File: src/pkg/lpddr2_state_defines.svh
// Timing counts, command codes and geometry for the power and bank state model
`ifndef LPDDR2_STATE_DEFINES_SVH
`define LPDDR2_STATE_DEFINES_SVH
`define NUM_BANKS 8
`define BANK_W 3
`define CNT_W 8
// Timing figures in memory clock cycles (rising edges of mem_ck)
`define T_RP_CK 8'h04
`define T_RCD_CK 8'h04
`define T_MRW_CK 8'h05
`define T_MRR_CK 8'h02
`define T_RFCPB_CK 8'h10
`define T_RFCAB_CK 8'h20
`define T_XP_CK 8'h03
`define T_XSR_CK 8'h10
`define T_BURST_CK 8'h04
// Decoded command codes on the command port
`define CMD_NOP 4'h0
`define CMD_MRW 4'h1
`define CMD_MRR 4'h2
`define CMD_REFPB 4'h3
`define CMD_REFAB 4'h4
`define CMD_ACT 4'h5
`define CMD_WR 4'h6
`define CMD_RD 4'h7
`define CMD_PRE 4'h8
`define CMD_BST 4'h9
`define CMD_SREF 4'hA
`define CMD_DPD 4'hB
`define CMD_RESET 4'hC
`endif

File: src/pkg/lpddr2_state_pkg.sv
// Types for the power and bank state model
package lpddr2_state_pkg;
	typedef enum logic [10:0] {
		DEV_POWER_ON = 11'h001,
		DEV_RESETTING = 11'h002,
		DEV_IDLE = 11'h004,
		DEV_ACTIVE = 11'h008,
		DEV_ACT_PD = 11'h010,
		DEV_IDLE_PD = 11'h020,
		DEV_RST_PD = 11'h040,
		DEV_SREF = 11'h080,
		DEV_DPD = 11'h100,
		DEV_MRW = 11'h200,
		DEV_BUSY = 11'h400
	} dev_state_t;
	typedef enum logic [7:0] {
		BK_IDLE = 8'h01,
		BK_ACTIVATING = 8'h02,
		BK_ACTIVE = 8'h04,
		BK_READING = 8'h08,
		BK_WRITING = 8'h10,
		BK_PRECHARGING = 8'h20,
		BK_AP_BURST = 8'h40,
		BK_REFRESHING = 8'h80
	} bank_state_t;
endpackage

File: src/verilog/lpddr2_bank_fsm.sv
// One bank's state machine with its timing counter
`timescale 1ns/1ps
`include "lpddr2_state_defines.svh"
module lpddr2_bank_fsm (
	input wire logic sys_clk,
	input wire logic arst_n,
	input wire logic ck_tick,
	input wire logic cmd_valid,
	input wire logic sel,
	input wire logic [3:0] cmd,
	input wire logic auto_pre,
	input wire logic pre_all,
	input wire logic bst_hit,
	output lpddr2_state_pkg::bank_state_t state,
	output logic open_row
);
	lpddr2_state_pkg::bank_state_t state_r, state_nxt;
	logic [`CNT_W-1:0] cnt_r, cnt_nxt;
	logic hit;
	assign state = state_r;
	assign open_row = (state_r != lpddr2_state_pkg::BK_IDLE) &&
		(state_r != lpddr2_state_pkg::BK_PRECHARGING);
	always_comb begin
		state_nxt = state_r;
		cnt_nxt = cnt_r;
		hit = cmd_valid && sel;
		if (ck_tick && cnt_r != '0)
			cnt_nxt = cnt_r - 1'b1;
		case (state_r)
			lpddr2_state_pkg::BK_IDLE: begin
				if (hit && cmd == `CMD_ACT) begin
					state_nxt = lpddr2_state_pkg::BK_ACTIVATING;
					cnt_nxt = `T_RCD_CK;
				end else if (hit && cmd == `CMD_REFPB) begin
					state_nxt = lpddr2_state_pkg::BK_REFRESHING;
					cnt_nxt = `T_RFCPB_CK;
				end else if ((hit || (cmd_valid && pre_all)) && cmd == `CMD_PRE) begin
					state_nxt = lpddr2_state_pkg::BK_PRECHARGING;
					cnt_nxt = `T_RP_CK;
				end
			end
			lpddr2_state_pkg::BK_ACTIVE, lpddr2_state_pkg::BK_READING,
			lpddr2_state_pkg::BK_WRITING: begin
				if ((hit || (cmd_valid && pre_all)) && cmd == `CMD_PRE) begin
					state_nxt = lpddr2_state_pkg::BK_PRECHARGING;
					cnt_nxt = `T_RP_CK;
				end else if (hit && (cmd == `CMD_RD || cmd == `CMD_WR)) begin
					cnt_nxt = auto_pre ? `T_BURST_CK + `T_RP_CK : `T_BURST_CK;
					if (auto_pre)
						state_nxt = lpddr2_state_pkg::BK_AP_BURST;
					else if (cmd == `CMD_RD)
						state_nxt = lpddr2_state_pkg::BK_READING;
					else
						state_nxt = lpddr2_state_pkg::BK_WRITING;
				end else if (state_r != lpddr2_state_pkg::BK_ACTIVE &&
						(bst_hit || (cnt_r == '0))) begin
					state_nxt = lpddr2_state_pkg::BK_ACTIVE;
				end
			end
			lpddr2_state_pkg::BK_ACTIVATING:
				if (cnt_r == '0)
					state_nxt = lpddr2_state_pkg::BK_ACTIVE;
			lpddr2_state_pkg::BK_PRECHARGING, lpddr2_state_pkg::BK_AP_BURST,
			lpddr2_state_pkg::BK_REFRESHING:
				if (cnt_r == '0)
					state_nxt = lpddr2_state_pkg::BK_IDLE;
			default: state_nxt = lpddr2_state_pkg::BK_IDLE;
		endcase
	end
	always_ff @(posedge sys_clk or negedge arst_n) begin
		if (!arst_n) begin
			state_r <= lpddr2_state_pkg::BK_IDLE;
			cnt_r <= '0;
		end else begin
			state_r <= state_nxt;
			cnt_r <= cnt_nxt;
		end
	end
	a_pre_to_idle: assert property (@(posedge sys_clk) disable iff (!arst_n)
		state_r == lpddr2_state_pkg::BK_PRECHARGING && cnt_r == '0 |=>
		state_r == lpddr2_state_pkg::BK_IDLE)
		else $error("precharge did not end in idle");
	a_act_open: assert property (@(posedge sys_clk) disable iff (!arst_n)
		state_r == lpddr2_state_pkg::BK_IDLE && hit && cmd == `CMD_ACT |=>
		state_r == lpddr2_state_pkg::BK_ACTIVATING)
		else $error("activate did not open row");
	a_rcd_hold: assert property (@(posedge sys_clk) disable iff (!arst_n)
		state_r == lpddr2_state_pkg::BK_ACTIVATING && cnt_r != '0 |=>
		state_r == lpddr2_state_pkg::BK_ACTIVATING)
		else $error("activating left early");
endmodule // lpddr2_bank_fsm

File: src/verilog/lpddr2_power_state.sv
// Device power state and per-bank state tracking for a low-power DDR2 memory
`timescale 1ns/1ps
`include "lpddr2_state_defines.svh"
module lpddr2_power_state (
	input wire logic sys_clk,
	input wire logic arst_n,
	input wire logic mem_ck,
	input wire logic cke,
	input wire logic cs_n,
	input wire logic [3:0] cmd,
	input wire logic [`BANK_W-1:0] bank,
	input wire logic auto_pre,
	input wire logic pre_all,
	input wire logic init_done,
	output lpddr2_state_pkg::dev_state_t dev_state,
	output logic [`NUM_BANKS*8-1:0] bank_states,
	output logic all_idle,
	output logic cmd_error
);
	// Two-flop synchronisers; only the second stage is read
	logic [3:0] pin_s1_r, pin_s2_r;
	logic [3:0] cmd_s1_r, cmd_s2_r;
	logic [`BANK_W-1:0] bank_s1_r, bank_s2_r;
	logic ck_prev_r, cke_prev_r;
	lpddr2_state_pkg::dev_state_t dev_r, dev_nxt, ret_r, ret_nxt;
	logic [`CNT_W-1:0] tmr_r, tmr_nxt;
	logic err_r, err_nxt;
	logic [`BANK_W-1:0] last_bank_r, last_bank_nxt;
	logic ck_tick, cke_s, cs_n_s, ap_s, pa_s, init_s, cmd_valid, bst_now;
	logic [`NUM_BANKS-1:0] bk_idle, bk_open, bk_burst;
	logic any_active;
	always_ff @(posedge sys_clk or negedge arst_n) begin
		if (!arst_n) begin
			pin_s1_r <= 4'h0;
			pin_s2_r <= 4'h0;
			cmd_s1_r <= 4'h0;
			cmd_s2_r <= 4'h0;
			bank_s1_r <= '0;
			bank_s2_r <= '0;
		end else begin
			pin_s1_r <= {mem_ck, cke, auto_pre, pre_all};
			pin_s2_r <= pin_s1_r;
			cmd_s1_r <= cmd;
			cmd_s2_r <= cmd_s1_r;
			bank_s1_r <= bank;
			bank_s2_r <= bank_s1_r;
		end
	end
	// CS and init are only sampled with CKE, so a shared sync is enough
	logic [1:0] ctl_s1_r, ctl_s2_r;
	always_ff @(posedge sys_clk or negedge arst_n) begin
		if (!arst_n) begin
			ctl_s1_r <= 2'h3;
			ctl_s2_r <= 2'h3;
		end else begin
			ctl_s1_r <= {cs_n, init_done};
			ctl_s2_r <= ctl_s1_r;
		end
	end
	assign cke_s = pin_s2_r[2];
	assign ap_s = pin_s2_r[1];
	assign pa_s = pin_s2_r[0];
	assign cs_n_s = ctl_s2_r[1];
	assign init_s = ctl_s2_r[0];
	assign ck_tick = pin_s2_r[3] && !ck_prev_r;
	function automatic logic bank_busy(input lpddr2_state_pkg::bank_state_t s);
		bank_busy = (s == lpddr2_state_pkg::BK_PRECHARGING) ||
			(s == lpddr2_state_pkg::BK_ACTIVATING) ||
			(s == lpddr2_state_pkg::BK_AP_BURST) ||
			(s == lpddr2_state_pkg::BK_REFRESHING);
	endfunction
	// Bank commands pass only in a normal state with CKE high twice and exit time met
	assign cmd_valid = ck_tick && cke_prev_r && cke_s && !cs_n_s && tmr_r == '0 &&
		(dev_r == lpddr2_state_pkg::DEV_IDLE ||
		dev_r == lpddr2_state_pkg::DEV_ACTIVE);
	assign bst_now = cmd_valid && cmd_s2_r == `CMD_BST;
	genvar gi;
	generate
		for (gi = 0; gi < `NUM_BANKS; gi++) begin : g_bank
			lpddr2_state_pkg::bank_state_t st;
			logic cmd_ok;
			localparam logic [`BANK_W-1:0] bank_id = `BANK_W'(gi);
			// Commands other than burst stop are gated so busy banks never see them; per-bank refresh also needs an idle bank
			assign cmd_ok = cmd_valid && !bank_busy(st) &&
				!(cmd_s2_r == `CMD_REFPB && !bk_idle[gi]);
			lpddr2_bank_fsm u_bank (
				.sys_clk(sys_clk),
				.arst_n(arst_n),
				.ck_tick(ck_tick),
				.cmd_valid(cmd_ok),
				.sel(bank_s2_r == bank_id),
				.cmd(cmd_s2_r),
				.auto_pre(ap_s),
				.pre_all(pa_s),
				.bst_hit(bst_now && last_bank_r == bank_id),
				.state(st),
				.open_row(bk_open[gi])
			);
			assign bank_states[gi*8 +: 8] = st;
			assign bk_idle[gi] = (st == lpddr2_state_pkg::BK_IDLE);
			assign bk_burst[gi] = (st == lpddr2_state_pkg::BK_READING) ||
				(st == lpddr2_state_pkg::BK_WRITING) ||
				(st == lpddr2_state_pkg::BK_AP_BURST);
		end
	endgenerate
	assign all_idle = &bk_idle;
	assign any_active = |bk_open;
	assign dev_state = dev_r;
	assign cmd_error = err_r;
	always_comb begin
		dev_nxt = dev_r;
		ret_nxt = ret_r;
		tmr_nxt = tmr_r;
		err_nxt = 1'b0;
		last_bank_nxt = last_bank_r;
		if (ck_tick && tmr_r != '0)
			tmr_nxt = tmr_r - 1'b1;
		if (cmd_valid && (cmd_s2_r == `CMD_RD || cmd_s2_r == `CMD_WR))
			last_bank_nxt = bank_s2_r;
		if (ck_tick) begin
			case (dev_r)
				lpddr2_state_pkg::DEV_ACT_PD, lpddr2_state_pkg::DEV_IDLE_PD,
				lpddr2_state_pkg::DEV_RST_PD, lpddr2_state_pkg::DEV_SREF,
				lpddr2_state_pkg::DEV_DPD: begin
					// CKE low twice keeps the state whatever CS does
					if (!cke_prev_r && cke_s && cs_n_s) begin
						tmr_nxt = `T_XP_CK;
						case (dev_r)
							lpddr2_state_pkg::DEV_ACT_PD:
								dev_nxt = lpddr2_state_pkg::DEV_ACTIVE;
							lpddr2_state_pkg::DEV_IDLE_PD:
								dev_nxt = lpddr2_state_pkg::DEV_IDLE;
							lpddr2_state_pkg::DEV_RST_PD:
								dev_nxt = init_s ? lpddr2_state_pkg::DEV_IDLE :
									lpddr2_state_pkg::DEV_RESETTING;
							lpddr2_state_pkg::DEV_SREF: begin
								dev_nxt = lpddr2_state_pkg::DEV_IDLE;
								tmr_nxt = `T_XSR_CK;
							end
							default: begin
								dev_nxt = lpddr2_state_pkg::DEV_POWER_ON;
								tmr_nxt = '0;
							end
						endcase
					end else if (!cke_prev_r && cke_s)
						err_nxt = 1'b1;
				end
				lpddr2_state_pkg::DEV_IDLE, lpddr2_state_pkg::DEV_ACTIVE,
				lpddr2_state_pkg::DEV_RESETTING: begin
					if (cke_prev_r && !cke_s && cs_n_s) begin
						if (dev_r == lpddr2_state_pkg::DEV_RESETTING)
							dev_nxt = lpddr2_state_pkg::DEV_RST_PD;
						else if (any_active)
							dev_nxt = lpddr2_state_pkg::DEV_ACT_PD;
						else
							dev_nxt = lpddr2_state_pkg::DEV_IDLE_PD;
					end else if (cke_prev_r && !cke_s && all_idle &&
							dev_r == lpddr2_state_pkg::DEV_IDLE) begin
						if (cmd_s2_r == `CMD_SREF)
							dev_nxt = lpddr2_state_pkg::DEV_SREF;
						else if (cmd_s2_r == `CMD_DPD)
							dev_nxt = lpddr2_state_pkg::DEV_DPD;
						else
							err_nxt = 1'b1;
					end else if (cke_prev_r && cke_s && !cs_n_s && tmr_r == '0) begin
						if (cmd_s2_r == `CMD_MRR) begin
							ret_nxt = dev_r;
							dev_nxt = lpddr2_state_pkg::DEV_BUSY;
							tmr_nxt = `T_MRR_CK;
						end else if (cmd_s2_r == `CMD_MRW && all_idle &&
								dev_r != lpddr2_state_pkg::DEV_RESETTING) begin
							dev_nxt = lpddr2_state_pkg::DEV_MRW;
							tmr_nxt = `T_MRW_CK;
						end else if (cmd_s2_r == `CMD_RESET && all_idle) begin
							dev_nxt = lpddr2_state_pkg::DEV_RESETTING;
						end else if (cmd_s2_r == `CMD_REFAB && all_idle) begin
							ret_nxt = lpddr2_state_pkg::DEV_IDLE;
							dev_nxt = lpddr2_state_pkg::DEV_BUSY;
							tmr_nxt = `T_RFCAB_CK;
						end else if (cmd_s2_r == `CMD_MRW || cmd_s2_r == `CMD_RESET ||
								cmd_s2_r == `CMD_REFAB)
							err_nxt = 1'b1;
					end else if (cke_prev_r && !cke_s)
						err_nxt = 1'b1;
				end
				lpddr2_state_pkg::DEV_POWER_ON:
					if (cke_prev_r && cke_s && !cs_n_s && cmd_s2_r == `CMD_RESET)
						dev_nxt = lpddr2_state_pkg::DEV_RESETTING;
				lpddr2_state_pkg::DEV_MRW:
					if (tmr_r == '0)
						dev_nxt = lpddr2_state_pkg::DEV_IDLE;
				lpddr2_state_pkg::DEV_BUSY:
					if (tmr_r == '0)
						dev_nxt = ret_r;
				default: dev_nxt = lpddr2_state_pkg::DEV_POWER_ON;
			endcase
		end
		// Follows the banks every cycle, so an opened row shows without waiting a clock rise
		// Idle and Active follow the banks while in normal operation
		if (dev_nxt == lpddr2_state_pkg::DEV_IDLE && any_active)
			dev_nxt = lpddr2_state_pkg::DEV_ACTIVE;
		else if (dev_nxt == lpddr2_state_pkg::DEV_ACTIVE && !any_active)
			dev_nxt = lpddr2_state_pkg::DEV_IDLE;
	end
	always_ff @(posedge sys_clk or negedge arst_n) begin
		if (!arst_n) begin
			dev_r <= lpddr2_state_pkg::DEV_POWER_ON;
			ret_r <= lpddr2_state_pkg::DEV_IDLE;
			tmr_r <= '0;
			err_r <= 1'b0;
			last_bank_r <= '0;
			ck_prev_r <= 1'b0;
			cke_prev_r <= 1'b0;
		end else begin
			dev_r <= dev_nxt;
			ret_r <= ret_nxt;
			tmr_r <= tmr_nxt;
			err_r <= err_nxt;
			last_bank_r <= last_bank_nxt;
			ck_prev_r <= pin_s2_r[3];
			cke_prev_r <= ck_tick ? cke_s : cke_prev_r;
		end
	end
	a_pd_hold: assert property (@(posedge sys_clk) disable iff (!arst_n)
		ck_tick && !cke_prev_r && !cke_s && dev_r == lpddr2_state_pkg::DEV_SREF |=>
		dev_r == lpddr2_state_pkg::DEV_SREF)
		else $error("self refresh left with cke low");
	a_sref_exit: assert property (@(posedge sys_clk) disable iff (!arst_n)
		ck_tick && !cke_prev_r && cke_s && cs_n_s &&
		dev_r == lpddr2_state_pkg::DEV_SREF |=> tmr_r == `T_XSR_CK)
		else $error("self refresh exit timer wrong");
	a_dpd_exit: assert property (@(posedge sys_clk) disable iff (!arst_n)
		ck_tick && !cke_prev_r && cke_s && cs_n_s &&
		dev_r == lpddr2_state_pkg::DEV_DPD |=> dev_r == lpddr2_state_pkg::DEV_POWER_ON)
		else $error("deep power-down exit not to power on");
	a_pd_entry: assert property (@(posedge sys_clk) disable iff (!arst_n)
		ck_tick && cke_prev_r && !cke_s && cs_n_s &&
		dev_r == lpddr2_state_pkg::DEV_RESETTING |=> dev_r == lpddr2_state_pkg::DEV_RST_PD)
		else $error("resetting power-down not entered");
	a_mrw_idle: assert property (@(posedge sys_clk) disable iff (!arst_n)
		$rose(dev_r == lpddr2_state_pkg::DEV_MRW) |-> $past(all_idle))
		else $error("mode write with banks open");
	a_bank_gate: assert property (@(posedge sys_clk) disable iff (!arst_n)
		ck_tick && all_idle && (!cke_prev_r || !cke_s || tmr_r != '0) |=>
		all_idle)
		else $error("bank left idle outside cke high window");
	// Device-level exits and entries
	a_act_pd_exit: assert property (@(posedge sys_clk) disable iff (!arst_n)
		ck_tick && !cke_prev_r && cke_s && cs_n_s && any_active &&
		dev_r == lpddr2_state_pkg::DEV_ACT_PD |=> dev_r == lpddr2_state_pkg::DEV_ACTIVE)
		else $error("active power-down exit not to active");
	a_idle_pd_exit: assert property (@(posedge sys_clk) disable iff (!arst_n)
		ck_tick && !cke_prev_r && cke_s && cs_n_s &&
		dev_r == lpddr2_state_pkg::DEV_IDLE_PD |=> dev_r == lpddr2_state_pkg::DEV_IDLE)
		else $error("idle power-down exit not to idle");
	a_rst_exit_idle: assert property (@(posedge sys_clk) disable iff (!arst_n)
		ck_tick && !cke_prev_r && cke_s && cs_n_s && init_s &&
		dev_r == lpddr2_state_pkg::DEV_RST_PD |=> dev_r == lpddr2_state_pkg::DEV_IDLE)
		else $error("resetting power-down exit not to idle");
	a_rst_exit_hold: assert property (@(posedge sys_clk) disable iff (!arst_n)
		ck_tick && !cke_prev_r && cke_s && cs_n_s && !init_s &&
		dev_r == lpddr2_state_pkg::DEV_RST_PD |=> dev_r == lpddr2_state_pkg::DEV_RESETTING)
		else $error("resetting power-down exit not to resetting");
	a_sref_entry: assert property (@(posedge sys_clk) disable iff (!arst_n)
		ck_tick && cke_prev_r && !cke_s && !cs_n_s && all_idle && cmd_s2_r == `CMD_SREF &&
		dev_r == lpddr2_state_pkg::DEV_IDLE |=> dev_r == lpddr2_state_pkg::DEV_SREF)
		else $error("self refresh not entered");
	a_dpd_entry: assert property (@(posedge sys_clk) disable iff (!arst_n)
		ck_tick && cke_prev_r && !cke_s && !cs_n_s && all_idle && cmd_s2_r == `CMD_DPD &&
		dev_r == lpddr2_state_pkg::DEV_IDLE |=> dev_r == lpddr2_state_pkg::DEV_DPD)
		else $error("deep power-down not entered");
	a_mrr_return: assert property (@(posedge sys_clk) disable iff (!arst_n)
		ck_tick && tmr_r == '0 && dev_r == lpddr2_state_pkg::DEV_BUSY &&
		ret_r == lpddr2_state_pkg::DEV_RESETTING |=> dev_r == lpddr2_state_pkg::DEV_RESETTING)
		else $error("mode read did not return to resetting");
	a_reset_cmd: assert property (@(posedge sys_clk) disable iff (!arst_n)
		ck_tick && cke_prev_r && cke_s && !cs_n_s && cmd_s2_r == `CMD_RESET &&
		dev_r == lpddr2_state_pkg::DEV_POWER_ON |=> dev_r == lpddr2_state_pkg::DEV_RESETTING)
		else $error("reset command did not start resetting");
endmodule // lpddr2_power_state

File: config.mk
export PLATFORM = sky130hd
export DESIGN_NAME = lpddr2_power_state
export DESIGN_NICKNAME = d
export VERILOG_FILES = /design/src/pkg/lpddr2_state_pkg.sv /design/src/verilog/lpddr2_bank_fsm.sv /design/src/verilog/lpddr2_power_state.sv
export VERILOG_INCLUDE_DIRS = /design/src /design/src/pkg
export SDC_FILE = /design/constraint.sdc
export NUM_CORES = 1
export LEC_CHECK = 0
export ABC_CLOCK_PERIOD_IN_PS = 3300
export BUFFER_PORTS_ARGS = -buffer_cell sky130_fd_sc_hd__buf_4
export CAP_MARGIN = 20
export CORE_MARGIN = 2
export CORE_UTILIZATION = 55
export DETAILED_ROUTE_END_ITERATION = 16
export PLACE_DENSITY = 0.75
export SLEW_MARGIN = 20
export SYNTH_ARGS = -nofsm -noshare
export SYNTH_HDL_FRONTEND = slang
export SYNTH_SLANG_ARGS = --single-unit
File: constraint.sdc
create_clock -name sys_clk -period 3.3 [get_ports sys_clk]
set_clock_uncertainty 0.15 [all_clocks]
set_input_delay 0.165 -clock sys_clk [delete_from_list [all_inputs] [get_ports sys_clk]]
set_output_delay 0.165 -clock sys_clk [all_outputs]
set_load 0.1 [all_outputs]
== Yosys cells after proc, flatten, opt, wreduce, memory -nomap -nowiden ==
Index checks and enable logic that the tools add are counted.
Word-level totals
  output and inout port bits: 77
  input bits: 15
  register bits: 190
  logic and storage cells: 641
Operators by class
  bitwise gates (word level): 2
  add/subtract/negate cells: 9
  multiplexer cells: 183
  equal/unequal tests: 162
  reductions and logical operators: 254
Operators with widths (count)
  8-bit 2-to-1 mux: 123
  8-bit one-hot mux with 4 select lines: 8
  11-bit 2-to-1 mux: 20
  8-bit one-hot mux with 2 select lines: 9
  1-bit logical AND: 129
  8-bit zero test: 9
  8-bit nonzero test: 9
  8-bit by 1-bit subtractor with 8-bit output (second input constant): 9
  8-bit by 1-bit equality test with 1-bit output (second input constant): 8
  8-bit by 2-bit equality test with 1-bit output (second input constant): 8
  8-bit by 3-bit equality test with 1-bit output (second input constant): 8
  8-bit by 4-bit equality test with 1-bit output (second input constant): 8
  8-bit by 5-bit equality test with 1-bit output (second input constant): 8
  8-bit by 6-bit equality test with 1-bit output (second input constant): 8
  8-bit by 7-bit equality test with 1-bit output (second input constant): 8
  8-bit equality test (second input constant): 8
  4-bit by 1-bit != test with 1-bit output (second input constant): 16
  8-bit by 1-bit != test with 1-bit output (second input constant): 8
  8-bit by 3-bit != test with 1-bit output (second input constant): 8
  8-bit by 6-bit != test with 1-bit output (second input constant): 8
  11-bit one-hot mux with 5 select lines: 1
  3-bit OR reduction: 18
  1-bit logical OR: 44
  2-bit by 1-bit != test with 1-bit output (second input constant): 16
  other kinds (38): 111

== Depth between registers and ports, before layout ==
Gate-level depths: netlist of run 1.
  word-level depth: 16
  depth in mapped cells: 13
  depth with buffers taken out: 11

== By module ==
Synthesis of run 1 repeated with hierarchy kept, for this count alone.
Unflattened totals
  cell total of the unflattened synthesis: 1462
  area, all modules: 12981.2 um2
By module, submodules not included
  lpddr2_bank_fsm (g_bank[4].u_bank ...): instances 4, area each 1116.1 um2, cells an instance 121, seq. area each 401.6 um2
  lpddr2_power_state: instances 1, area each 4130.2 um2, cells an instance 503, seq. area each 1559.0 um2
  lpddr2_bank_fsm (g_bank[0].u_bank ...): instances 2, area each 1106.1 um2, cells an instance 117, seq. area each 401.6 um2
  lpddr2_bank_fsm (g_bank[2].u_bank): instances 1, area each 1092.3 um2, cells an instance 119, seq. area each 401.6 um2
  lpddr2_bank_fsm (g_bank[3].u_bank): instances 1, area each 1082.3 um2, cells an instance 122, seq. area each 401.6 um2

== Least setup slack after synthesis of run 1 ==
No wires, ideal clock.
  path kind: reg2reg
  from: reg g_bank[2].u_bank.state_r[5]
  to: reg tmr_r[1]
  stages on the path, launching flop included: 11
  setup slack: -460 ps
  path buffers: 1
  clock period less this slack: 3760 ps
  setup time: 118 ps
  required time: 3032 ps
  arrival: 3492 ps
  cell sequence: dfrtp_1 -> clkbuf_1 -> nor4_1 -> nand3_2 -> nor4_4 -> nand2_1 -> inv_1 -> a31oi_1 -> nor2_1 -> o22ai_1 -> a21o_1
On the way
  longest elaborated chain between the ends: 12
  elaborated cells on any way between the ends: 17
  those cells by class: eq/ne (1); mux (9); reduce/logical (7)
RTL lines
  start: declaration: line lpddr2_bank_fsm.sv:17  | lpddr2_state_pkg::bank_state_t state_r, state_nxt;
  start signal: assignment: line lpddr2_bank_fsm.sv:72  | state_r <= lpddr2_state_pkg::BK_IDLE;
  start signal: assignment: line lpddr2_bank_fsm.sv:75  | state_r <= state_nxt;
  8-bit by 1-bit equality test with 1-bit output (*): line lpddr2_power_state.sv:100  | assign bk_idle[gi] = (st == lpddr2_state_pkg::BK_IDLE);
  8-bit AND reduction (*): line lpddr2_power_state.sv:106  | assign all_idle = &bk_idle;
  named net all_idle: line lpddr2_power_state.sv:17  | output logic all_idle,
  1-bit logical AND: line lpddr2_power_state.sv:176  | end else if (cmd_s2_r == `CMD_REFAB && all_idle) begin
  8-bit 2-to-1 mux: line lpddr2_power_state.sv:176
  8-bit 2-to-1 mux: line lpddr2_power_state.sv:174  | end else if (cmd_s2_r == `CMD_RESET && all_idle) begin
  8-bit 2-to-1 mux: line lpddr2_power_state.sv:170  | end else if (cmd_s2_r == `CMD_MRW && all_idle &&
  8-bit 2-to-1 mux: line lpddr2_power_state.sv:166  | if (cmd_s2_r == `CMD_MRR) begin
  8-bit 2-to-1 mux: line lpddr2_power_state.sv:165  | end else if (cke_prev_r && cke_s && !cs_n_s && tmr_r == '0) begin
  8-bit 2-to-1 mux (*): line lpddr2_power_state.sv:157  | end else if (cke_prev_r && !cke_s && all_idle &&
  8-bit 2-to-1 mux (*): line lpddr2_power_state.sv:150  | if (cke_prev_r && !cke_s && cs_n_s) begin
  8-bit one-hot mux with 2 select lines (*): line lpddr2_power_state.sv:121  | case (dev_r)
  8-bit 2-to-1 mux (*): line lpddr2_power_state.sv:120  | if (ck_tick) begin
  named net tmr_nxt[1]: line lpddr2_power_state.sv:26  | logic [`CNT_W-1:0] tmr_r, tmr_nxt;
  end signal: assignment: line lpddr2_power_state.sv:217  | tmr_r <= tmr_nxt;
  end: declaration: line lpddr2_power_state.sv:26
Mark *: on every way through the listed nets, which the timed path passes. The rest lies on a longest branch.
A chain may end at the register's enable or synchronous reset.

== Final worst setup path of run 1 ==
  from: reg g_bank[7].u_bank.state_r[6]
  to: reg dev_r[2], in the netlist dev_state[2]
On the way
  longest elaborated chain between the ends: 16
  elaborated cells on any way between the ends: 30
  those cells by class: eq/ne (5); mux (13); reduce/logical (12)
RTL lines
  start: declaration: line lpddr2_bank_fsm.sv:17
  start signal: assignment: line lpddr2_bank_fsm.sv:72
  start signal: assignment: line lpddr2_bank_fsm.sv:75
  8-bit by 1-bit equality test with 1-bit output: line lpddr2_power_state.sv:100
  8-bit AND reduction: line lpddr2_power_state.sv:106
  1-bit logical AND: line lpddr2_power_state.sv:176
  11-bit 2-to-1 mux: line lpddr2_power_state.sv:176
  11-bit 2-to-1 mux: line lpddr2_power_state.sv:174
  11-bit 2-to-1 mux: line lpddr2_power_state.sv:170
  11-bit 2-to-1 mux: line lpddr2_power_state.sv:166
  11-bit 2-to-1 mux: line lpddr2_power_state.sv:165
  11-bit 2-to-1 mux: line lpddr2_power_state.sv:157
  11-bit 2-to-1 mux: line lpddr2_power_state.sv:150
  11-bit one-hot mux with 5 select lines: line lpddr2_power_state.sv:121
  11-bit 2-to-1 mux: line lpddr2_power_state.sv:120
  11-bit by 4-bit equality test with 1-bit output: line lpddr2_power_state.sv:202  | else if (dev_nxt == lpddr2_state_pkg::DEV_ACTIVE && !any_active)
  1-bit logical AND: line lpddr2_power_state.sv:202
  11-bit 2-to-1 mux: line lpddr2_power_state.sv:202
  11-bit 2-to-1 mux (*): line lpddr2_power_state.sv:200  | if (dev_nxt == lpddr2_state_pkg::DEV_IDLE && any_active)
  named net dev_nxt[2]: line lpddr2_power_state.sv:25  | lpddr2_state_pkg::dev_state_t dev_r, dev_nxt, ret_r, ret_nxt;
  end signal: assignment: line lpddr2_power_state.sv:207  | dev_r <= lpddr2_state_pkg::DEV_POWER_ON;
  end signal: assignment: line lpddr2_power_state.sv:215  | dev_r <= dev_nxt;
  end: declaration: line lpddr2_power_state.sv:25
Marks and branches as above.

==> results of run 1 <==
==> metrics by stage <==
step,setup slack (ns),std cells
final,-0.0379,1896
after global placement,0.0101,1837
after global routing,-0.0769,1896
after detailed placement,-0.0621,1837
after floorplan,0.000851,1381
after CTS,-0.0103,1883
==> metal layers <==
layer | GRT usage | vias to the layer above
li1 | - | 5494
met2 | 0.522 | 610
met1 | 0.456 | 5770
met5 | 0 | -
met3 | 0.0916 | 108
met4 | 0.131 | 0
==> logic make-up (layout without fill, tap and decap cells) <==
group | Yosys count | after routing | synth area share
adders and majority gates | 17 | 17 | 0.0178
DFF | 190 | 190 | 0.400
AOI/OAI and AO/OA | 324 | 324 | 0.186
buffers and inverters | 90 | 330 | 0.0302
muxes | 6 | 6 | 0.00524
xor gates and xnor gates | 90 | 90 | 0.0660
and+or+nand+nor | 664 | 664 | 0.296
==> registers in the layout (all words and copies together), names as in the netlist <==
| register | cells |
|---|---|
| bank_s1_r | 3 |
| bank_s2_r | 3 |
| ck_prev_r | 1 |
| cke_prev_r | 1 |
| cmd_error | 1 |
| cmd_s1_r | 4 |
| cmd_s2_r | 4 |
| ctl_s1_r | 2 |
| ctl_s2_r | 2 |
| dev_state | 11 |
| g_bank.u_bank.cnt_r | 64 |
| g_bank.u_bank.state | 64 |
| last_bank_r | 3 |
| pin_s1_r | 4 |
| pin_s2_r | 4 |
| ret_r | 11 |
| tmr_r | 8 |
==> cell usage after synthesis (all sizes together), types with 19 or more instances <==
library cell,count,area share
nand3,49,0.022
nand4,30,0.017
a21oi,57,0.024
o21ai,97,0.041
a21o,19,0.012
inv,42,0.013
nand2,153,0.049
a22o,22,0.016
or3,19,0.010
xnor2,40,0.029
nor3,69,0.031
nor4,34,0.024
nor2,166,0.052
clkbuf,36,0.011
dfrtp,176,0.37
xor2,50,0.037
==> final cells by class <==
| cell class | instances | area (um^2) |
|---|---|---|
| repair buffers | 256 | 2020 |
| clock inverters | 14 | 143 |
| clock buffers | 18 | 429 |
| fillers | 1627 | 5980 |
| flip-flops and latches | 190 | 4860 |
| inverters | 42 | 161 |
| multi-input cells | 1101 | 7220 |
| well taps | 275 | 344 |
==> where the power goes <==
part,internal [mW],switching (mW),total [mW],leakage (nW)
registers,2.41,0.0841,2.49,2.46
clock network,1.01,1.03,2.04,0.280
logic,0.303,0.464,0.767,4.23
==> timing repair <==
item / CTS / global route
endpoints found under the setup margin: 15 / 115
hold buffers: 14 / 0
pin swaps: 0 / 16
setup buffers: 0 / 12
cloned: 0 / 1
hold endpoints to repair: 91 / 0
resized for setup: 5 / 72
==> final timing paths <==
| check | startpoint | slack, ns | end |
|---|---|---|---|
| setup / recovery | g_bank[7].u_bank.state[6]$_DFFE_PN0P_ | -0.04 | dev_state[2]$_DFF_PN0_ |
| hold / removal | arst_n | 0.18 | ret_r[4]$_DFFE_PN0P_ |
| setup reg to reg | g_bank[7].u_bank.state[6]$_DFFE_PN0P_ | -0.04 | dev_state[2]$_DFF_PN0_ |
| hold reg to reg | pin_s1_r[2]$_DFF_PN0_ | 0.20 | pin_s2_r[2]$_DFF_PN0_ |
| max in group asynchronous | arst_n | 1.86 | g_bank[6].u_bank.state[3]$_DFFE_PN0P_ |
| min in group sys_clk | pin_s1_r[2]$_DFF_PN0_ | 0.20 | pin_s2_r[2]$_DFF_PN0_ |
==> worst register-to-register path: stages (launching register included) <==
cell       delay (ns)
dfrtp_2          0.46
nor3_1           0.49
nand4_1          0.18
or4_4            0.59
o41ai_4          0.26
nand3_1          0.15
a311o_1          0.35
a2111oi_4        0.28
and4b_1          0.26
nor3_1           0.06
==> impl_metrics.json, run 1 <==
{
  "cts_tree": "done",
  "rsz0062_at_grt": "yes",
  "hold_slack_ns": 0.183,
  "numCtsBuffers": 17,
  "synthesis.area_um2": 11900,
  "initial_utilization": 0.564,
  "top_layer": "met4",
  "slew_viol_final": 0,
  "rows": 53,
  "finalCriticalPeriod_ns": 3.34,
  "fin_area_um2": 15200,
  "met3WireLength_um": 3630,
  "dieArea_um2": 22900,
  "layout_common_cells": "buf_4 (233), nor2_1 (165), nand2_1 (150), dfrtp_1 (128), o21ai_0 (86)",
  "gp_congestion": 0.984,
  "grt_usage": 0.339,
  "cpMostUsedCell": "nor3_1",
  "violations": "negative setup slack",
  "antenna_cells": 0,
  "crit_chain": "nor3_1 > nand4_1 > or4_4 > o41ai_4 > nand3_1 > a311o_1 > a2111oi_4 > and4b_1 > nor3_1",
  "syn_avg_cell_area_um2": 8.65,
  "max_slew_margin": 0.364,
  "num_vias": 12000,
  "leakagePower_nw": 6.96,
  "max_freq_ghz": 0.300,
  "grt_pass1_vias": 11400,
  "worstMarginPinSlew_ns": 0.950,
  "async_reset_ff_frac": 1.00,
  "die_x_um": 151,
  "synth_fp_nets": 1413,
  "clockRootBuffer": "clkbuf_16",
  "arrival_ns": 3.52,
  "required_ns": 3.48,
  "critPathMaxFanout": 7,
  "synth.distinct_cells": 91,
  "clockBufferDepth": 2,
  "final_core_util": 0.717,
  "htreeDepth": 4,
  "grt_remaining_overflow": 0,
  "vias_per_cell": 6.32,
  "ant_nets": 0,
  "critPathTopFamily": "simple AND/OR/NAND/NOR gates",
  "hold_path_class": "in2async",
  "ys_ff_latch": 190,
  "cts.clk_slew.worst_paths_ns": 0.08,
  "finalSetupViolations": 2,
  "wire_per_inst_um": 20.6,
  "cp_slowest_cell": "or4_4",
  "cp.depth": 9,
  "first_pass_iters": 8,
  "outcome": "finished, violations left",
  "grt_pass1_wl_um": 60100,
  "totalWireLength_um": 39100,
  "hold_violations": 0,
  "r2r_cells": 9,
  "max-vdd-ir-drop_v": 0.000346,
  "met1Wirelength_um": 16300,
  "grt_max_degree": 90,
  "drv_cap": 0,
  "clock_latency_ns": 0.45,
  "cp-start-kind": "register",
  "hpwlAfterDp_um": 28700,
  "tns_ns": -0.0421,
  "yosys_warnings": 0,
  "ys_seq_area_frac": 0.400,
  "cts_sinks": 190,
  "crit_path_end_kind": "register",
  "min_period_over_period": 1.01,
  "power_density_nw_per_um2": 349,
  "crit_type": "reg2reg",
  "synthCells": 1381,
  "synth_edf_count": 0,
  "cpPeakStageDelay_ns": 0.59,
  "die_h_um": 151,
  "numPortBuffers": 91,
  "final_common_cell": "buf_4",
  "antenna_found_initial": 0,
  "num_io_pins": 92,
  "worst-path-buf-inv": 0,
  "route.met2.wl_um": 17700,
  "area_growth_pct": 27.1,
  "drtIter0Drc": 1223,
  "drc": 0,
  "totalPowerFinal_mw": 5.30,
  "core_um2": 21200,
  "nNetsFinal": 1640,
  "synth-main-ff-cell": "dfrtp_1",
  "fin_ws_ns": -0.0379,
  "layout-drive-gt1-share": 0.268,
  "placed_cell_area_um2": 14000
}
Power figures use the tool's default switching activity.
==> run 2: changes to the inputs <==
--- a/config.mk
+++ b/config.mk
@@ -9,11 +9,14 @@
 export ABC_CLOCK_PERIOD_IN_PS = 3300
 export BUFFER_PORTS_ARGS = -buffer_cell sky130_fd_sc_hd__buf_4
 export CAP_MARGIN = 20
+export CELL_PAD_IN_SITES_DETAIL_PLACEMENT = 1
+export CELL_PAD_IN_SITES_GLOBAL_PLACEMENT = 1
 export CORE_MARGIN = 2
-export CORE_UTILIZATION = 55
+export CORE_UTILIZATION = 43
 export DETAILED_ROUTE_END_ITERATION = 16
-export PLACE_DENSITY = 0.75
+export PLACE_DENSITY = 0.76
 export SLEW_MARGIN = 20
 export SYNTH_ARGS = -nofsm -noshare
 export SYNTH_HDL_FRONTEND = slang
+export SYNTH_HIERARCHICAL = 1
 export SYNTH_SLANG_ARGS = --single-unit
==> run 2 against run 1 <==
  * Die area rose by 38%
  * Fmax is 6.9% lower
  * Largest power group unchanged
  * Routed wire length grew 34%
  * Register-to-register slack worse by 0.25 ns
  * Hold slack lost 0.070 ns
  * Synthesized area increased by 8.7%
  * The flow still finishes with violations (negative setup slack)
  * Flip-flop and latch count unchanged
  * Largest cell class unchanged
  * Clock-buffer cell count up 2
==> impl_metrics.json, run 2 <==
{
  "ys_ff_latch": 190,
  "antenna_cells": 0,
  "cp.depth": 13,
  "required_ns": 3.51,
  "synthTopCellsByCount": "dfrtp_1 (176), nor2_1 (158), nand2_1 (111)",
  "synthMuxAreaShare": 0.0145,
  "finalSetupViolations": 120,
  "max_freq_ghz": 0.279,
  "grt_usage": 0.317,
  "hold_violations": 0,
  "synth_compound_area_frac": 0.219,
  "synth_simple_gate_area_frac": 0.295,
  "fin_ws_ns": -0.285,
  "synth_fp_nets": 1494,
  "outcome": "finished, violations left",
  "gp_congestion": 0.965,
  "synthXorXnorAreaFrac": 0.0594,
  "crit_path_end_kind": "register",
  "final_core_util": 0.615,
  "grt_remaining_overflow": 0,
  "drtIter0Drc": 1159,
  "r2r_cells": 13,
  "yosysTopAreaCell": "dfrtp_1",
  "crit_type": "reg2reg",
  "initial_utilization": 0.437,
  "rsz0062_at_grt": "yes",
  "max-vdd-ir-drop_v": 0.000377,
  "clockRootBuffer": "clkbuf_16",
  "drv_cap": 0,
  "num_io_pins": 92,
  "area_growth_pct": 40.7,
  "leakagePower_nw": 8.06,
  "totalPowerFinal_mw": 5.33,
  "totalWireLength_um": 52500,
  "antenna_found_initial": 0,
  "synthCells": 1462,
  "grt_max_degree": 78,
  "cp-start-kind": "register",
  "worst-path-buf-inv": 2,
  "final_common_cell": "buf_4",
  "drc": 0,
  "nNetsFinal": 1871,
  "cts.clk_slew.worst_paths_ns": 0.08,
  "ant_nets": 0,
  "cts_sinks": 190,
  "die_x_um": 178,
  "dp.cells": 2139,
  "numPortBuffers": 91,
  "min_period_over_period": 1.09,
  "synth.distinct_cells": 97,
  "dieArea_um2": 31600,
  "placed_cell_area_um2": 16000,
  "cts_tree": "done",
  "synth_top_family_by_area": "simple AND/OR/NAND/NOR gates",
  "finalCriticalPeriod_ns": 3.59,
  "r2r_setup_slack_ns": -0.29,
  "yosysMostFrequentCell": "dfrtp_1",
  "max_slew_margin": 0.471,
  "grt_pass1_vias": 14400,
  "worstSetupStartpoint": "tmr_r[1]$_DFF_PN0_",
  "die_h_um": 178,
  "first_pass_iters": 5,
  "yosys_warnings": 6,
  "synth-main-ff-cell": "dfrtp_1",
  "grt_pass1_wl_um": 78400,
  "arrival_ns": 3.79,
  "cp_slowest_cell": "or4b_4",
  "synthAdderAreaFrac": 0.0164,
  "vias_per_cell": 6.25,
  "layout_common_cells": "buf_4 (319), dfrtp_1 (140), nor2_1 (123), nand2_1 (105), o21ai_0 (72)",
  "dp_slack_ns": -0.367,
  "synthTopCellsByArea": "dfrtp_1 (34%), nor2_1 (4.6%), o21ai_0 (4.0%)",
  "power_density_nw_per_um2": 292,
  "htreeDepth": 4,
  "endpoint": "g_bank[3].u_bank/state[5]$_DFFE_PN0P_",
  "numCtsBuffers": 17,
  "layout-drive-gt1-share": 0.389,
  "clock_latency_ns": 0.47,
  "async_reset_ff_frac": 1.00,
  "rows": 63,
  "core_um2": 29700,
  "worstReg2RegStart": "tmr_r[1]$_DFF_PN0_",
  "synthesis.area_um2": 13000,
  "critPathMaxFanout": 5,
  "critPathTopFamily": "simple AND/OR/NAND/NOR gates",
  "fin_area_um2": 18300,
  "clockBufferDepth": 2,
  "syn_avg_cell_area_um2": 8.88,
  "ys_seq_area_frac": 0.368,
  "wire_per_inst_um": 23.4,
  "hold_slack_ns": 0.112,
  "synth.top_cell.area_share": 0.339,
  "timing.rr.end": "g_bank[3].u_bank/state[5]$_DFFE_PN0P_",
  "synth_edf_count": 0,
  "num_vias": 14000,
  "hold_path_class": "in2async",
  "cpPeakStageDelay_ns": 0.50,
  "cpMostUsedCell": "nor2_4",
  "slew_viol_final": 0,
  "finalNonFillerCells": 2242,
  "crit_chain": "inv_1 > ha_2 > or4b_4 > nor2_4 > nand2_2 > or3_4 > buf_8 > nor2_4 > nand4b_1 > o2111ai_2 > nor2b_1 > a2111o_1 > mux2_4",
  "tns_ns": -13.51,
  "hpwlAfterDp_um": 34800,
  "violations": "negative setup slack",
  "worstMarginPinSlew_ns": 0.792
}
[run 2: cell count changes after synthesis, moves of 12 or more]
cell	before	now
a211oi_2	0	13
a22o_1	22	10
clkbuf_1	36	22
nand3_1	47	35
inv_1	42	65
nand2b_1	17	30
a21oi_1	57	69
nand2_1	152	111
o2111ai_1	1	14
[run 2: routing by layer]
metal  vias up  share of wire  track usage
met5         -              0            0
met4         0          0.039        0.125
met3       136          0.044       0.0516
met2       424           0.51        0.549
met1      7228           0.41        0.394
li1       6224              -            -
[run 2: worst register-to-register path, delay by kind of cell (launching register included)]
kind	cells	cell delay (ns)
buffers and inverters	2	0.24
AND/OR/NAND/NOR	7	1.47
flip-flops	1	0.38
adder cells (fa/ha/maj)	1	0.17
AO/OA/AOI/OAI	2	0.74
multiplexers	1	0.33
[run 2: cell families (layout without fill, tap and decap cells)]
family                     Yosys count  in the layout
muxes                               14             14
adders and majority gates           17             17
xor gates and xnor gates            88             88
AOI/OAI and AO/OA                  393            393
and+or+nand+nor                    663            663
DFF                                190            190
buffers and inverters               97            487
[run 2: how the worst min path moves through the flow]
stage | startpoint | end | slack [ns] | depth (start not counted)
final | arst_n | ret_r[3]$_DFFE_PN0P_ | 0.11 | 2
after detailed placement | arst_n | ret_r[3]$_DFFE_PN0P_ | 0.06 | 1
after floorplan | arst_n | bank_s1_r[0]$_DFF_PN0_ | -0.28 | 0
after CTS | arst_n | ret_r[3]$_DFFE_PN0P_ | 0.12 | 2
after global routing | arst_n | ret_r[3]$_DFFE_PN0P_ | 0.14 | 2
after global placement | arst_n | ret_r[3]$_DFFE_PN0P_ | 0.05 | 1
[run 2: what timing repair did]
action | 4_1_cts | 5_1_grt
hold buffers | 14 | 0
setup endpoints to repair | 119 | 137
buffers inserted | 34 | 31
hold endpoints to repair | 76 | 0
gates cloned | 0 | 1
pin swaps | 70 | 79
resized for setup | 118 | 165
[run 2: power breakdown]
| part | switching, mW | internal (mW) | leakage, nW | total [mW] |
|---|---|---|---|---|
| Combinational | 0.421 | 0.291 | 5.30 | 0.712 |
| Sequential | 0.0706 | 2.40 | 2.48 | 2.47 |
| Clock | 1.01 | 1.14 | 0.277 | 2.15 |
| Total | 1.50 | 3.83 | 8.06 | 5.33 |
[run 2: layout make-up]
class	count	area, um^2
Sequential cell	190	4830
Fill cell	3337	11400
Clock inverter	12	136
Inverter	68	260
Multi-Input combinational cell	1175	8930
Tap cell	390	488
Clock buffer	20	447
Timing Repair Buffer	387	3180
==> run 3: changes to the inputs <==
--- a/config.mk
+++ b/config.mk
@@ -9,14 +9,14 @@
 export ABC_CLOCK_PERIOD_IN_PS = 3300
 export BUFFER_PORTS_ARGS = -buffer_cell sky130_fd_sc_hd__buf_4
 export CAP_MARGIN = 20
-export CELL_PAD_IN_SITES_DETAIL_PLACEMENT = 1
-export CELL_PAD_IN_SITES_GLOBAL_PLACEMENT = 1
+export CELL_PAD_IN_SITES_DETAIL_PLACEMENT = 2
+export CELL_PAD_IN_SITES_GLOBAL_PLACEMENT = 2
 export CORE_MARGIN = 2
-export CORE_UTILIZATION = 43
+export CORE_UTILIZATION = 34
 export DETAILED_ROUTE_END_ITERATION = 16
-export PLACE_DENSITY = 0.76
+export PLACE_DENSITY = 0.75
+export SKIP_CTS_REPAIR_TIMING = 1
 export SLEW_MARGIN = 20
 export SYNTH_ARGS = -nofsm -noshare
 export SYNTH_HDL_FRONTEND = slang
-export SYNTH_HIERARCHICAL = 1
 export SYNTH_SLANG_ARGS = --single-unit
==> run 3 against run 2 <==
  * The run still ends with negative setup slack left
  * Sequential power about the same
  * Core utilization is 16 points lower
  * Clock-buffer cell count is 3 lower
  * Combinational power grew 9.1%
  * Register-to-register slack better by 0.18 ns
  * Setup slack improved by 0.18 ns
  * Flip-flop and latch count unchanged
  * Via count shrank 13%
  * Final area decreased by 14%
  * Largest power group unchanged
  * Highest routed layer unchanged
==> impl_metrics.json, run 3 (synthesis results as in run 1) <==
{
  "totalWireLength_um": 50800,
  "htreeDepth": 4,
  "gr-max-usage-layer": "met2",
  "hold_path_class": "in2async",
  "endpoint": "dev_state[2]$_DFF_PN0_",
  "outcome": "finished, violations left",
  "hpwlAfterDp_um": 37700,
  "critPathTopFamily": "simple AND/OR/NAND/NOR gates",
  "r2r_cells": 9,
  "grtUsageMet1": 0.368,
  "min_period_over_period": 1.03,
  "worstSetupStartpoint": "g_bank[6].u_bank.state[3]$_DFFE_PN0P_",
  "critPathMaxFanout": 3,
  "switching_share": 0.321,
  "grt_usage": 0.278,
  "power_density_nw_per_um2": 354,
  "finalSetupViolations": 2,
  "final_common_cell": "buf_4",
  "numCtsBuffers": 17,
  "slew_viol_final": 0,
  "fin_ws_ns": -0.107,
  "cp_slowest_cell": "or4_4",
  "layout-drive-gt1-share": 0.282,
  "grt_pass1_wl_um": 77900,
  "grt_max_degree": 83,
  "clockPowerShare": 0.408,
  "totalPowerFinal_mw": 5.53,
  "fillers": 3826,
  "ant_nets": 0,
  "crit_path_end_kind": "register",
  "clock_latency_ns": 0.48,
  "power.switching_mw": 1.78,
  "hold_violations": 0,
  "grtUsageMet2": 0.473,
  "arrival_ns": 3.61,
  "timing.rr.end": "dev_state[2]$_DFF_PN0_",
  "max_freq_ghz": 0.294,
  "numPortBuffers": 91,
  "required_ns": 3.50,
  "gp_congestion": 0.880,
  "drc": 0,
  "sequentialPowerShare": 0.452,
  "initial_utilization": 0.346,
  "power_frac_comb": 0.140,
  "rsz0062_at_grt": "yes",
  "clockRootBuffer": "clkbuf_16",
  "worst-path-buf-inv": 0,
  "drv_cap": 0,
  "r2r_setup_slack_ns": -0.11,
  "violations": "negative setup slack",
  "grt_remaining_overflow": 0,
  "cp.depth": 9,
  "antenna_found_initial": 0,
  "cp-start-kind": "register",
  "num_io_pins": 92,
  "tns_ns": -0.185,
  "crit_chain": "or3_4 > nand4b_1 > or4_4 > o41ai_4 > nand3_1 > a311o_1 > a2111oi_4 > and4b_1 > nor3_2",
  "first_pass_iters": 6,
  "area_growth_pct": 31.0,
  "drtIter0Drc": 664,
  "cts.clk_slew.worst_paths_ns": 0.09,
  "cpPeakStageDelay_ns": 0.55,
  "grt_pass1_vias": 13000,
  "vias_per_cell": 5.79,
  "cts_sinks": 190,
  "worstMarginPinSlew_ns": 0.988,
  "layout_common_cells": "buf_4 (268), nor2_1 (164), nand2_1 (150), dfrtp_1 (128), o21ai_0 (88)",
  "leakagePower_nw": 7.11,
  "die_x_um": 191,
  "finalCriticalPeriod_ns": 3.41,
  "core_um2": 34500,
  "num_vias": 12200,
  "wire_per_inst_um": 24.1,
  "worstReg2RegStart": "g_bank[6].u_bank.state[3]$_DFFE_PN0P_",
  "rows": 68,
  "cts_tree": "done",
  "p_int_mw": 3.75,
  "dp_slack_ns": -0.0973,
  "max-vdd-ir-drop_v": 0.000348,
  "antenna_cells": 0,
  "max_slew_margin": 0.341,
  "dieArea_um2": 36600,
  "globalRouteMet3Util": 0.0444,
  "clockBufferDepth": 2,
  "nNetsFinal": 1673,
  "die_h_um": 191,
  "crit_type": "reg2reg"
}
## run 3: cell types whose count changed in the layout (fill, tap and decap cells not counted), sizes merged, moves of 16 or more
cell     change
a211oi      -16
buf         -99
inv         -18
nand2       +41
nand4b      -17
o2111ai     -17
## run 3: power groups by stage
stage | sequential, mW | clock (mW) | combinational, mW
2_1_floorplan | 2.56 | 0 | 0.348
3_3_place_gp | 2.52 | 0 | 0.693
3_5_place_dp | 2.53 | 0 | 0.719
4_1_cts | 2.49 | 2.31 | 0.730
5_1_grt | 2.51 | 2.39 | 0.840
6_report | 2.50 | 2.26 | 0.777
## run 3: how the worst min path moves through the flow
stage | start | end | cells past startpoint
finish | arst_n | ret_r[1]$_DFFE_PN0P_ | 2
global placement | arst_n | ret_r[7]$_DFFE_PN0P_ | 1
detailed placement | arst_n | ret_r[7]$_DFFE_PN0P_ | 1
global route | auto_pre | pin_s1_r[1]$_DFF_PN0_ | 2
CTS | arst_n | ret_r[1]$_DFFE_PN0P_ | 1
floorplan | arst_n | bank_s1_r[0]$_DFF_PN0_ | 0
## run 3: area by class of cell
cell class	count	area (um^2)	area share
repair buffers	289	2280	0.146
clock buffers	17	425	0.0272
multi-input cells	1101	7140	0.456
well taps	455	569	0.0364
inverters	42	161	0.0103
clock inverters	15	201	0.0129
flip-flops and latches	190	4860	0.311
## run 3: metrics by stage
stage | instances | util | area (um^2) | hold slack (ns)
after floorplan | 1381 | - | 12100 | -0.281
after global placement | 2053 | 0.419 | 14500 | 0.102
after detailed placement | 2053 | 0.419 | 14500 | 0.109
after CTS | 2085 | 0.437 | 15100 | -0.405
after global routing | 2109 | 0.453 | 15600 | 0.162
final | 2109 | 0.453 | 15600 | 0.128
## run 3: metal layers
metal  vias up  wire (um)
met1      6384      23100
li1       5547          -
met2       223      25300
met3        49       1630
met5         -          0
met4         0        811
## run 3: worst register-to-register path, stage by stage (launching register included)
cell,delay (ns)
dfrtp_4,0.50
or3_4,0.42
nand4b_1,0.19
or4_4,0.55
o41ai_4,0.28
nand3_1,0.15
a311o_1,0.33
a2111oi_4,0.41
and4b_1,0.27
nor3_2,0.04
